[config.mk]
export PLATFORM = sky130hd
export DESIGN_NAME = t2fb_control
export DESIGN_NICKNAME = d
export VERILOG_FILES = /design/src/design/t2fb_pkg.sv /design/src/design/t2fb_control.sv /design/src/design/t2fb_edge_detect.sv
export SDC_FILE = /design/constraint.sdc
export NUM_CORES = 1
export LEC_CHECK = 0
export CAP_MARGIN = 25
export CORE_UTILIZATION = 35
export DETAILED_ROUTE_END_ITERATION = 6
export DONT_BUFFER_PORTS = 1
export GPL_TIMING_DRIVEN = 1
export PLACE_DENSITY = 0.54
export SLEW_MARGIN = 20
export SYNTH_ARGS = -nofsm -noshare
export SYNTH_HDL_FRONTEND = slang
export SYNTH_HIERARCHICAL = 1
export SYNTH_SLANG_ARGS = --single-unit
export TNS_END_PERCENT = 10
[constraint.sdc]
create_clock -name i_clock -period 2.2 [get_ports i_clock]
set_clock_uncertainty 0.15 [all_clocks]
set_input_delay 0 -clock i_clock [delete_from_list [all_inputs] [get_ports i_clock]]
set_output_delay 0 -clock i_clock [all_outputs]
set_load 0.05 [all_outputs]
[src/design/t2fb_pkg.sv]
// Package of bit positions, reset values and widths for the timer two flag and baud select block.
`default_nettype none
package t2fb_pkg;
  localparam int unsigned CTRL_WIDTH     = 8;
  localparam int unsigned BIT_OVF_FLAG   = 7;
  localparam int unsigned BIT_EXT_FLAG   = 6;
  localparam int unsigned BIT_RX_SEL     = 5;
  localparam int unsigned BIT_TX_SEL     = 4;
  localparam int unsigned BIT_EXT_ENABLE = 3;
  localparam int unsigned BIT_RUN        = 2;
  localparam logic [7:0]  CTRL_RESET     = 8'h00;
  localparam logic        FLAG_RESET     = 1'h0;
  localparam logic        PIN_IDLE       = 1'h1;
endpackage
`default_nettype wire

[src/design/t2fb_control.sv]
// Overflow and external trigger flags, baud source selects and run control of timer two.
`default_nettype none
module t2fb_control
  import t2fb_pkg::*;
(
  input  wire logic                  i_clock,
  input  wire logic                  i_reset,
  input  wire logic                  i_ctrl_write,
  input  wire logic [CTRL_WIDTH-1:0] i_ctrl_wdata,
  output logic      [CTRL_WIDTH-1:0] o_ctrl_rdata,
  input  wire logic                  i_timer_two_overflow,
  input  wire logic                  i_timer_one_overflow,
  input  wire logic                  i_external_trigger_pin,
  output logic                       o_capture_reload,
  output logic                       o_timer_two_run,
  output logic                       o_rx_baud_clock,
  output logic                       o_tx_baud_clock,
  output logic                       o_irq
);
  logic ovf_q;
  logic ovf_d;
  logic ext_q;
  logic ext_d;
  logic rx_sel_q;
  logic rx_sel_d;
  logic tx_sel_q;
  logic tx_sel_d;
  logic ext_en_q;
  logic ext_en_d;
  logic run_q;
  logic run_d;
  logic [1:0] rest_q;
  logic [1:0] rest_d;
  logic fall;
  logic any_baud_sel;
  logic ovf_event;
  logic ext_event;

  t2fb_edge_detect u_edge
  (
    .i_clock (i_clock),
    .i_reset (i_reset),
    .i_pin   (i_external_trigger_pin),
    .o_fall  (fall)
  );

  // Event qualification from the current selects and enable.
  assign any_baud_sel = rx_sel_q | tx_sel_q;
  assign ovf_event    = i_timer_two_overflow & ~any_baud_sel;
  assign ext_event    = fall & ext_en_q & ~any_baud_sel;

  // Software writes load every bit; a hardware set in the same cycle wins over a written zero.
  always_comb
  begin
    ovf_d    = ovf_q;
    ext_d    = ext_q;
    rx_sel_d = rx_sel_q;
    tx_sel_d = tx_sel_q;
    ext_en_d = ext_en_q;
    run_d    = run_q;
    rest_d   = rest_q;
    if (i_ctrl_write)
    begin
      ovf_d    = i_ctrl_wdata[BIT_OVF_FLAG];
      ext_d    = i_ctrl_wdata[BIT_EXT_FLAG];
      rx_sel_d = i_ctrl_wdata[BIT_RX_SEL];
      tx_sel_d = i_ctrl_wdata[BIT_TX_SEL];
      ext_en_d = i_ctrl_wdata[BIT_EXT_ENABLE];
      run_d    = i_ctrl_wdata[BIT_RUN];
      rest_d   = i_ctrl_wdata[1:0];
    end
    if (ovf_event)
    begin
      ovf_d = 1'h1;
    end
    if (ext_event)
    begin
      ext_d = 1'h1;
    end
  end

  // Register stage; all bits clear on reset.
  always_ff @(posedge i_clock)
  begin
    if (i_reset)
    begin
      ovf_q    <= FLAG_RESET;
      ext_q    <= FLAG_RESET;
      rx_sel_q <= FLAG_RESET;
      tx_sel_q <= FLAG_RESET;
      ext_en_q <= FLAG_RESET;
      run_q    <= FLAG_RESET;
      rest_q   <= CTRL_RESET[1:0];
    end
    else
    begin
      ovf_q    <= ovf_d;
      ext_q    <= ext_d;
      rx_sel_q <= rx_sel_d;
      tx_sel_q <= tx_sel_d;
      ext_en_q <= ext_en_d;
      run_q    <= run_d;
      rest_q   <= rest_d;
    end
  end

  // Picks the overflow tick that clocks one serial direction; shared by both directions.
  function automatic logic baud_pick(input logic sel, input logic two_tick, input logic one_tick);
    baud_pick = sel ? two_tick : one_tick;
  endfunction

  // Read-back and outputs; baud muxes are combinational so ticks pass with no extra delay.
  assign o_ctrl_rdata     = {ovf_q, ext_q, rx_sel_q, tx_sel_q, ext_en_q, run_q, rest_q};
  assign o_capture_reload = ext_event;
  assign o_timer_two_run  = run_q;
  assign o_rx_baud_clock  = baud_pick(rx_sel_q, i_timer_two_overflow, i_timer_one_overflow);
  assign o_tx_baud_clock  = baud_pick(tx_sel_q, i_timer_two_overflow, i_timer_one_overflow);
  assign o_irq            = ovf_q | ext_q;

  property p_ovf_set;
    @(posedge i_clock) disable iff (i_reset)
      (i_timer_two_overflow && !rx_sel_q && !tx_sel_q) |=> ovf_q;
  endproperty
  a_ovf_set: assert property (p_ovf_set) else $error("overflow flag not set");

  property p_ovf_blocked;
    @(posedge i_clock) disable iff (i_reset)
      (!ovf_q && !i_ctrl_write && (rx_sel_q || tx_sel_q)) |=> !ovf_q;
  endproperty
  a_ovf_blocked: assert property (p_ovf_blocked) else $error("overflow flag set while baud select active");

  property p_ovf_sticky;
    @(posedge i_clock) disable iff (i_reset)
      (ovf_q && !i_ctrl_write) |=> ovf_q;
  endproperty
  a_ovf_sticky: assert property (p_ovf_sticky) else $error("overflow flag cleared without write");

  property p_ext_set;
    @(posedge i_clock) disable iff (i_reset)
      (fall && ext_en_q && !rx_sel_q && !tx_sel_q) |=> ext_q;
  endproperty
  a_ext_set: assert property (p_ext_set) else $error("trigger flag not set");

  property p_ext_sticky;
    @(posedge i_clock) disable iff (i_reset)
      (ext_q && !i_ctrl_write) |=> ext_q;
  endproperty
  a_ext_sticky: assert property (p_ext_sticky) else $error("trigger flag cleared without write");

  property p_rx_mux;
    @(posedge i_clock) disable iff (i_reset)
      o_rx_baud_clock == (o_ctrl_rdata[BIT_RX_SEL] ? i_timer_two_overflow : i_timer_one_overflow);
  endproperty
  a_rx_mux: assert property (p_rx_mux) else $error("receive baud source wrong");

  property p_tx_mux;
    @(posedge i_clock) disable iff (i_reset)
      o_tx_baud_clock == (o_ctrl_rdata[BIT_TX_SEL] ? i_timer_two_overflow : i_timer_one_overflow);
  endproperty
  a_tx_mux: assert property (p_tx_mux) else $error("transmit baud source wrong");

  property p_write_back;
    @(posedge i_clock) disable iff (i_reset)
      (i_ctrl_write && !i_timer_two_overflow && !fall) |=> (o_ctrl_rdata == $past(i_ctrl_wdata));
  endproperty
  a_write_back: assert property (p_write_back) else $error("written value not read back");

  property p_capture;
    @(posedge i_clock) disable iff (i_reset)
      o_capture_reload |-> (fall && o_ctrl_rdata[BIT_EXT_ENABLE] && !rx_sel_q && !tx_sel_q);
  endproperty
  a_capture: assert property (p_capture) else $error("capture without qualified edge");

  property p_run;
    @(posedge i_clock) disable iff (i_reset)
      (i_ctrl_write && !i_timer_two_overflow) |=> (o_timer_two_run == $past(i_ctrl_wdata[BIT_RUN]));
  endproperty
  a_run: assert property (p_run) else $error("run control not following write");

  property p_irq;
    @(posedge i_clock) disable iff (i_reset)
      o_irq == (o_ctrl_rdata[BIT_OVF_FLAG] || o_ctrl_rdata[BIT_EXT_FLAG]);
  endproperty
  a_irq: assert property (p_irq) else $error("interrupt request mismatch");

  // Checked through reset itself, so this one has no disable clause.
  property p_reset_clear;
    @(posedge i_clock)
      i_reset |=> (o_ctrl_rdata == CTRL_RESET && !o_irq && !o_timer_two_run && !o_capture_reload);
  endproperty
  a_reset_clear: assert property (p_reset_clear) else $error("register not cleared by reset");

  property p_ovf_clear;
    @(posedge i_clock) disable iff (i_reset)
      (i_ctrl_write && !i_ctrl_wdata[BIT_OVF_FLAG] && !i_timer_two_overflow) |=> !ovf_q;
  endproperty
  a_ovf_clear: assert property (p_ovf_clear) else $error("overflow flag not cleared by write");

  property p_ext_blocked;
    @(posedge i_clock) disable iff (i_reset)
      (!ext_q && !i_ctrl_write && (!ext_en_q || rx_sel_q || tx_sel_q)) |=> !ext_q;
  endproperty
  a_ext_blocked: assert property (p_ext_blocked) else $error("trigger flag set without qualified edge");

  property p_capture_single;
    @(posedge i_clock) disable iff (i_reset)
      o_capture_reload |=> !o_capture_reload;
  endproperty
  a_capture_single: assert property (p_capture_single) else $error("capture pulse longer than one cycle");

  property p_run_hold;
    @(posedge i_clock) disable iff (i_reset)
      !i_ctrl_write |=> $stable(o_timer_two_run);
  endproperty
  a_run_hold: assert property (p_run_hold) else $error("run control changed without write");
endmodule
`default_nettype wire

[src/design/t2fb_edge_detect.sv]
// Two-flop synchroniser and falling edge detector for the external trigger pin.
`default_nettype none
module t2fb_edge_detect
  import t2fb_pkg::*;
(
  input  wire logic i_clock,
  input  wire logic i_reset,
  input  wire logic i_pin,
  output logic      o_fall
);
  logic meta_q;
  logic meta_d;
  logic sync_q;
  logic sync_d;
  logic prev_q;
  logic prev_d;

  // The first stage feeds only the second; the edge is taken between stages two and three.
  always_comb
  begin
    meta_d = i_pin;
    sync_d = meta_q;
    prev_d = sync_q;
  end

  // Idle level of the pin is high, so reset to one avoids a false edge after release.
  always_ff @(posedge i_clock)
  begin
    if (i_reset)
    begin
      meta_q <= PIN_IDLE;
      sync_q <= PIN_IDLE;
      prev_q <= PIN_IDLE;
    end
    else
    begin
      meta_q <= meta_d;
      sync_q <= sync_d;
      prev_q <= prev_d;
    end
  end

  // One-cycle pulse on a high-to-low transition.
  assign o_fall = prev_q & ~sync_q;
endmodule
`default_nettype wire

==> metrics.csv, run 1 <==
metric;value;unit
status;completed;
Core Area;1171;µm²
Starting Density;39.85;%
required time of the worst setup path;2.25;ns
Syn. warnings;6;
minimum clock period;1.869;ns
worst-path fanout max;5;
DP Area;442.9;µm²
die area;1483;µm²
placer's final routability congestion estimate;0.5669;
Leak;0.2763;nW
Synth Area in Compound Gates;2.145;%
critical path startpoint category;register;
vias in the first global route;332;
register area share after synthesis;47.18;%
Max Slew Vio Count;0;
Synth Instances;45;
max-cap check violation count;0;
row cnt;12;
Unique masters post-synth;13;
ANT cells;0;
Mean Syn Cell Area;10.37;µm²
first-pass GRT wire length;1407;µm
Post-Synth Simple-Gate Area;15.82;%
Port Buffer Count;0;
largest net degree at the start of global routing;12;
area grow syn2layout;37.00;%
Peak VDD IR;0.3412;mV
worst slew pin tran;0.6003;ns
#FFs+latches synth;11;
Worst setup EP type;register;
Clock transition at path regs;0.07;ns
Mapped Area;466.7;µm²
multiplexer share of the synthesized area;21.98;%
syn nets;59;
CTS tree;built;
clk_lat worst skew;0.26;ns
post-detail-place hpwl;637.4;µm
Peak Freq;0.5350;GHz
Finished Cell Area;639.4;µm²
total number of vias;360;
final number of setup-violating endpoints;0;
die outline height;38.52;µm
Routed Antenna Nets;0;
PD cells;732.7;nW/µm²
first-pass detailed-route iteration total;1;
Num CTS Buffers;3;
Final Hold Vio Count;0;
post-DR vias/cell;4.865;
root buf cell;clkbuf_4;
total wire length;1003;µm
GR Overflow Total;0;
H-Tree Depth;1;
Nets;75;
Max Root-Sink Buffers;2;
Post-Synth Adder-Cell Area;0;%
critical path arrival;1.92;ns
CTS Sinks;11;
GR Util All Layers;14.73;%
DRT iter0 DRCs;0;
largest family of logic cells by synthesized area;multiplexers;
Setup TNS;0;ns
layout cells sized above 1;13.33;%
Final Cycle Share;84.96;%
RSZ-0062 raised after global routing;false;
post-route DRC violation count;0;
I/O pin count;27;
CTS resizes;0;
Worst Path Class, Setup;reg -> reg;
antenna violations before repair;0;
hold crit path type;in -> out;
routed len/inst;13.55;µm
Slew Limit Headroom;59.92;%
Die Width;38.52;µm
XOR/XNOR Fraction of Synth Area;0;%
## per-stage QoR
step                      utilization (%)  total power, mW  hold slack, ns  cells  setup WS, ns
after CTS                           54.59           0.4716          0.1500     74        0.3466
after global placement              37.82           0.3061        -0.07811     53        0.8566
after detailed placement            37.82           0.3078        -0.07381     53        0.8454
after floorplan                         -           0.3151        -0.05286     45         1.138
after global routing                54.59           0.4910          0.1540     74        0.2863
final                               54.59           0.4685          0.1495     74        0.3308
## cells in the final DEF (no fill, tap or decap), drive strengths merged, types with 2 or more instances in the layout
master       count
dlygate4sd3     17
mux2             2
nor2             6
dfxtp           11
or2              4
a21oi            2
buf              2
clkbuf           4
mux2i            8
## synthesized netlist by cell type, drive strengths merged
cell type / count / area [µm²]
a21oi: 2 / 10.01
buf: 8 / 56.30
dfxtp: 11 / 220.2
inv: 1 / 3.750
mux2: 2 / 22.52
mux2i: 8 / 80.08
nand4bb: 1 / 11.26
nor2: 6 / 22.52
nor2b: 1 / 6.260
or2: 4 / 25.03
or3b: 1 / 8.760
## worst max-delay path: stages (launching register included)
cell           delay (ns)
dfxtp_1              0.50
or3b_1               0.47
a21oi_1              0.13
dlygate4sd3_1        0.57
## what timing repair did
item                      CTS  global route
buffers inserted            0             0
hold endpoints to repair   11             0
hold buffers               17             0
## power breakdown
part           internal [mW]  switching, mW  total (mW)  leakage (nW)
clock network         0.0700         0.0627       0.133        0.0150
registers              0.211         0.0329       0.244        0.0910
logic                 0.0443         0.0480      0.0923         0.170
## final timing paths
path / start / end / slack (ns) / depth (start not counted)
worst max-delay path: tx_sel_q / ovf_q / 0.33 / 3
worst min-delay path: i_timer_one_overflow / o_tx_baud_clock / 0.15 / 1
worst min register to register: u_edge/meta_q / u_edge/prev_d / 0.26 / 1
worst max register to register: tx_sel_q / ovf_q / 0.33 / 3
## sequential cells by signal, indices dropped and copies added, names as in the netlist
| signal | cells |
|---|---|
| ovf_q | 1 |
| u_edge/meta_q | 1 |
| rx_sel_q | 1 |
| ext_en_q | 1 |
| u_edge/prev_d | 1 |
| u_edge/prev_q | 1 |
| ext_q | 1 |
| rest_q | 2 |
| o_timer_two_run | 1 |
| tx_sel_q | 1 |
## metal layers
metal / vias to the layer above / track usage [%] / share of wire [%]
met5: - / 0 / 0
met4: 0 / 7.759 / 0.40
met3: 2 / 5.233 / 6.9
met2: 16 / 24.58 / 48
met1: 171 / 16.07 / 45
li1: 171 / - / -
## cell type report
class                      count  area (µm²)
fill                         109       531.8
sequential                    11       220.2
multi-input combinational     25       186.4
timing repair buffer          19       185.2
clock buffer                   4       26.28
tap                           14       17.52
inverter                       1       3.754
## cells by family after synthesis
kind of cell    Yosys count
compound gates            2
mux                      10
flops                    11
simple gates             13
buf+inv                   9
Note: power is estimated with default switching activity, not from simulation.
==> run 2, diff against run 1 <==
--- a/config.mk
+++ b/config.mk
@@ -5,12 +5,13 @@
 export SDC_FILE = /design/constraint.sdc
 export NUM_CORES = 1
 export LEC_CHECK = 0
+export ABC_AREA = 1
 export CAP_MARGIN = 25
 export CORE_UTILIZATION = 35
 export DETAILED_ROUTE_END_ITERATION = 6
 export DONT_BUFFER_PORTS = 1
 export GPL_TIMING_DRIVEN = 1
-export PLACE_DENSITY = 0.54
+export PLACE_DENSITY = 0.56
 export SLEW_MARGIN = 20
 export SYNTH_ARGS = -nofsm -noshare
 export SYNTH_HDL_FRONTEND = slang
==> constraint.sdc (replaced) <==
create_clock -name i_clock -period 1.55 [get_ports i_clock]
set_clock_uncertainty 0.15 [all_clocks]
set_input_delay 0 -clock i_clock [delete_from_list [all_inputs] [get_ports i_clock]]
set_output_delay 0 -clock i_clock [all_outputs]
set_load 0.05 [all_outputs]
==> run 2 against run 1 <==
  * Worst setup slack worse by 0.21 ns
  * Count of clock-buffer cells in the layout stayed put
  * Global-route usage rose by 2.4 points
  * Register-to-register slack worse by 0.21 ns
  * Critical path type unchanged
  * Largest power group unchanged
==> metrics.csv, run 2 <==
metric;value;unit;change
die area;1623;µm²;+9.4%
ANT cells;0;;unchanged
syn nets;85;;+44%
minimum clock period;1.431;ns;-0.4382 ns
worst slew pin tran;0.3916;ns;-0.2088 ns
Peak VDD IR;0.6144;mV;+80%
first-pass GRT wire length;1711;µm;+22%
Nets;107;;+43%
Synth Instances;71;;+58%
Worst setup EP type;register;;
Worst Path Buf+Inv;1;;unchanged
total number of vias;467;;+30%
post-CTS setup buffer count;0;;unchanged
worst-path fanout max;5;;unchanged
Mean Syn Cell Area;7.225;µm²;-30%
layout cells sized above 1;25.00;%;+12 points
H-Tree Depth;1;;unchanged
Area contributors post-synth;dfxtp_1, nand2_1, buf_4;;
Post-synth top flop;dfxtp_1;;
family with the most delay on the worst path;buffers and inverters;;
max-cap check violation count;0;;unchanged
CTS tree;built;;
Unique masters post-synth;13;;unchanged
hold slack;0.1202;ns;-0.02933 ns
slowest CP cell;dlygate4sd3_1;;
post-DR vias/cell;4.364;;-10%
Syn. warnings;6;;unchanged
Worst R2R Start;tx_sel_q;;
most frequent cells in the layout;nand2_1, inv_1, dlygate4sd3_1, buf_4, dfxtp_1;;
RSZ-0062 raised after global routing;false;;
most common cell after layout, fill and taps aside;nand2_1;;
register area share after synthesis;42.93;%;-4.3 points
register area;221.5;µm²;+0.57%
Worst Path Class, Setup;reg -> reg;;
#FFs+latches synth;11;;unchanged
Worst Hold Depth;3;;+2
Clock transition at path regs;0.07;ns;about the same
critical path arrival;1.50;ns;-0.42 ns
Mapped Area;513.0;µm²;+9.9%
I/O pin count;27;;unchanged
Setup TNS;0;ns;unchanged
placer's final routability congestion estimate;0.6850;;+21%
critical path startpoint category;register;;
routed len/inst;9.860;µm;-27%
worst-path cell chain;nor2_2 -> nand2_1 -> a21oi_2 -> dlygate4sd3_1;;
CP peak stage delay;0.56;ns;about the same
Max Root-Sink Buffers;2;;unchanged
vias in the first global route;436;;+31%
GR Util All Layers;17.15;%;+2.4 points
required time of the worst setup path;1.62;ns;-0.63 ns
Post-synth EDFFs;0;;unchanged
Peak Freq;0.6988;GHz;+31%
clk_lat worst skew;0.27;ns;about the same
Leak;0.3920;nW;+42%
Core Area;1334;µm²;+14%
row cnt;13;;+1
die outline height;40.29;µm;+4.6%
final number of setup-violating endpoints;0;;unchanged
final worst-path setup slack;0.1190;ns;-0.2118 ns
Final Cycle Share;92.32;%;+7.4 points
post-detail-place hpwl;668.4;µm;+4.9%
Die Width;40.29;µm;+4.6%
most common cell in the netlist;nand2_1;;
post-route DRC violation count;0;;unchanged
Synth area leader;dfxtp_1;;
first-pass detailed-route iteration total;2;;+1
Post-synth top cells;nand2_1, inv_1, dfxtp_1, a21oi_1, buf_4;;
DRT iter0 DRCs;1;;+1
Slew Limit Headroom;73.81;%;+14 points
Total Power;0.6966;mW;+49%
min-delay src;i_timer_two_overflow;;
GR Overflow Total;0;;unchanged
max reg flops;2;;unchanged
CTS Sinks;11;;unchanged
Core Util, Final;55.25;%;+0.66 points
hold crit path type;in -> out;;
Synth top area share;42.93;%;-4.3 points
Final Hold Vio Count;0;;unchanged
area of the multi-input gates;181.4;µm²;-2.7%
area grow syn2layout;43.66;%;
asr flop ratio synth;0;%;unchanged
Most flops, register;rest_q;;
largest net degree at the start of global routing;10;;-2
Worst Setup SP;tx_sel_q;;
Layout fillers;138;;+27%
CP Depth;4;;+1
PD cells;945.2;nW/µm²;+29%
Num CTS Buffers;3;;unchanged
root buf cell;clkbuf_4;;
total wire length;1055;µm;+5.2%
Starting Density;38.46;%;-1.4 points
antenna violations before repair;0;;unchanged
Port Buffer Count;0;;unchanged
worst r2r path cells;4;;+1
Max Slew Vio Count;0;;unchanged
Routed Antenna Nets;0;;unchanged
status;completed;;
Setup WS pre-CTS;0.5747;ns;-0.2707 ns
## run 2: final cells by class
type                       instances  share of cell area [%]
clock buffer                       4                   3.565
inverter                          13                   7.301
multi-input combinational         39                   24.62
sequential                        11                   30.05
tap                               15                   2.547
timing repair buffer              25                   31.92
## run 2: cells by family (layout without fill, tap and decap cells)
logic type             count (synthesis)  after routing  synth area share (%)
flip-flops                            11             11                 42.93
AO/OA/AOI/OAI                         10             10                 11.22
buffers and inverters                 21             42                 22.19
AND/OR/NAND/NOR                       29             29                 23.66
## run 2: path summary, 6_finish.rpt
kind / endpoint / slack (ns)
worst max-delay path: ovf_q / 0.12
worst min-delay path: o_tx_baud_clock / 0.12
worst max register to register: ovf_q / 0.12
worst min register to register: u_edge/prev_d / 0.26
## run 2: worst min-delay path, stage by stage
cell and delay (ns):
nand2_1 0.04, o21ai_1 0.05, buf_4 0.18
## run 2: routing by layer
metal / GRT usage (%) / up-vias / routed length (µm)
li1: - / 248 / -
met1: 13.80 / 196 / 391
met2: 33.06 / 20 / 557
met3: 9.444 / 3 / 90
met4: 7.500 / 0 / 15
met5: 0 / - / 0
## run 2: stage by stage
stage	cell area, µm²	instances
3_3_place_gp	574.3	90
5_1_grt	737.0	107
3_5_place_dp	574.3	90
4_1_cts	730.7	107
2_1_floorplan	513.0	71
6_report	737.0	107
## run 2: power by group
| part | switching, mW | total, mW | internal [mW] |
|---|---|---|---|
| clock network | 0.101 | 0.200 | 0.0999 |
| logic | 0.120 | 0.188 | 0.0678 |
| registers | 0.00959 | 0.308 | 0.299 |
## run 2: what timing repair did
action,4_1_cts,5_1_grt
resized for setup,0,3
hold endpoints to repair,11,0
setup endpoints to repair,0,3
hold buffers,13,0
==> run 3, diff against run 2 <==
--- a/config.mk
+++ b/config.mk
@@ -7,11 +7,13 @@
 export LEC_CHECK = 0
 export ABC_AREA = 1
 export CAP_MARGIN = 25
+export CORE_MARGIN = 3
 export CORE_UTILIZATION = 35
 export DETAILED_ROUTE_END_ITERATION = 6
 export DONT_BUFFER_PORTS = 1
 export GPL_TIMING_DRIVEN = 1
 export PLACE_DENSITY = 0.56
+export REMOVE_ABC_BUFFERS = 1
 export SLEW_MARGIN = 20
 export SYNTH_ARGS = -nofsm -noshare
 export SYNTH_HDL_FRONTEND = slang
==> constraint.sdc (replaced) <==
create_clock -name i_clock -period 1.55 [get_ports i_clock]
set_clock_uncertainty 0.15 [all_clocks]
set_input_delay 0.155 -clock i_clock [delete_from_list [all_inputs] [get_ports i_clock]]
set_output_delay 0.155 -clock i_clock [all_outputs]
set_load 0.05 [all_outputs]
==> run 3 against run 2 <==
  * First-iteration DRC count rose to 4.0 times the previous value
  * Via count is 0.86% higher
  * Register-to-register slack about the same
  * Core utilization rose by 0.66 points
  * Combinational power is 4% higher
  * Worst hold slack improved by 0.12 ns
  * Non-clock buffer count unchanged
  * Largest cell class unchanged
  * Largest power group unchanged
  * Highest routed layer is now met3
==> metrics.csv, run 3 (same netlist as run 2, synthesis figures left out) <==
metric;value;unit;change
status;completed;;
Port Buffer Count;0;;unchanged
required time of the worst setup path;1.55;ns;-0.07 ns
worst slew pin tran;0.4277;ns;+0.03617 ns
Setup TNS;0;ns;unchanged
Starting Density;38.46;%;unchanged
Core Util, Final;55.91;%;+0.66 points
post-DR vias/cell;4.402;;+0.86%
I/O pin count;27;;unchanged
post-route DRC violation count;0;;unchanged
area of the multi-input gates;178.9;µm²;-1.4%
post-detail-place hpwl;692.4;µm;+3.6%
H-Tree Depth;1;;unchanged
GR Overflow Total;0;;unchanged
row cnt;13;;unchanged
worst-path fanout max;1;;-4
clock group share of total power;27.7;%;-1.1 points
Int Pwr;0.4734;mW;+1.5%
Layout fillers;128;;-7.2%
Worst setup EP type;register;;
Routed Antenna Nets;0;;unchanged
Worst Path Class, Setup;in -> reg;;
Clock transition at path regs;0.07;ns;about the same
switching share of power;31.90;%;-1.1 points
PD cells;932.2;nW/µm²;-1.4%
final number of setup-violating endpoints;0;;unchanged
minimum clock period;1.483;ns;+0.05230 ns
Peak VDD IR;0.6096;mV;-0.79%
CTS Sinks;11;;unchanged
root buf cell;clkbuf_4;;
DRT iter0 DRCs;4;;+3
GR Util All Layers;13.05;%;-4.1 points
most common cell after layout, fill and taps aside;nand2_1;;
Finished Layout Cells;107;;unchanged
register area;220.2;µm²;-0.56%
CTS tree;built;;
Most flops, register;rest_q;;
Final Cycle Share;95.70;%;+3.4 points
first-pass GRT wire length;1842;µm;+7.7%
NetSw;0.2218;mW;-3.6%
ANT cells;0;;unchanged
Nets;107;;unchanged
placer's final routability congestion estimate;0.6549;;-4.4%
clk_lat worst skew;0.27;ns;about the same
layout cells sized above 1;22.83;%;-2.2 points
critical path arrival;1.48;ns;-0.02 ns
Worst R2R Start;tx_sel_q;;
RSZ-0062 raised after global routing;false;;
dpl cells;90;;unchanged
die area;1961;µm²;+21%
antenna violations before repair;0;;unchanged
most frequent cells in the layout;nand2_1, inv_1, dlygate4sd3_1, dfxtp_1, buf_4;;
Peak Freq;0.6742;GHz;-3.5%
Die Width;44.29;µm;+9.9%
min-delay src;i_reset;;
critical path startpoint category;input port;;
Max Root-Sink Buffers;2;;unchanged
area grow syn2layout;45.37;%;
total wire length;1107;µm;+4.9%
part of the power in registers;44.1;%;-0.2 points
die outline height;44.29;µm;+9.9%
Gate power share;28.2;%;+1.2 points
max-cap check violation count;0;;unchanged
vias in the first global route;463;;+6.2%
Core Area;1334;µm²;unchanged
hold crit path type;in -> reg;;
Slew Limit Headroom;71.48;%;-2.3 points
max reg flops;2;;unchanged
Max Slew Vio Count;0;;unchanged
Num CTS Buffers;3;;unchanged
Final Hold Vio Count;0;;unchanged
Worst Setup SP;i_ctrl_wdata[6];;
total number of vias;471;;+0.86%
routed len/inst;10.35;µm;+4.9%
largest net degree at the start of global routing;10;;unchanged
first-pass detailed-route iteration total;4;;+2
Leak;0.3850;nW;-1.8%
-- run 3: cell counts in the layout (fill, tap and decap cells not counted) --
No cell type changed its count.
-- run 3: worst max-delay path, stage by stage --
cell and delay, ns:
inv_1 0.03, nand2_1 0.04, dlygate4sd3_1 0.57, nand2_2 0.07
dlygate4sd3_1 0.56, a21oi_2 0.06
-- run 3: power groups by stage --
stage                     registers [mW]  logic, mW  clock network (mW)
final                              0.307      0.196               0.193
after global routing               0.308      0.209               0.217
after CTS                          0.306      0.196               0.200
after detailed placement           0.313      0.164                   0
after global placement             0.313      0.163                   0
after floorplan                    0.363     0.0666                   0
-- run 3: final timing paths --
path	slack, ns	endpoint	cells after the start
setup / recovery	0.07	ext_q	6
hold / removal	0.25	ext_q	2
setup reg to reg	0.11	ovf_q	4
hold reg to reg	0.26	u_edge/prev_d	2
-- run 3: repair_timing --
action | CTS | global route
setup buffers | 0 | 0
setup endpoints to repair | 0 | 1
endpoints found under the hold margin | 11 | 0
resized for setup | 0 | 1
hold buffers | 13 | 0
-- run 3: layer usage --
metal / global-route usage [%] / share of wire, %
met2: 21.51 / 49
met4: 5.422 / 0
met5: 0 / 0
met3: 7.317 / 9.7
met1: 13.61 / 42
-- run 3: per-stage QoR --
step	setup slack (ns)	total power, mW	area, µm²	hold slack, ns
2_1_floorplan	-0.4219	0.4291	452.9	0.06744
3_3_place_gp	0.4243	0.4754	586.8	0.06934
3_5_place_dp	0.4307	0.4768	586.8	0.06953
4_1_cts	0.01917	0.7020	743.2	0.2543
5_1_grt	0.01667	0.7339	745.7	0.2666
6_report	0.06667	0.6952	745.7	0.2451
-- run 3: final cells by class --
| type | count | share of cell area (%) |
|---|---|---|
| clock buffers | 4 | 3.523 |
| inverters | 13 | 7.215 |
| multi-input cells | 39 | 23.99 |
| flip-flops and latches | 11 | 29.53 |
| well taps | 15 | 2.517 |
| repair buffers | 25 | 33.22 |
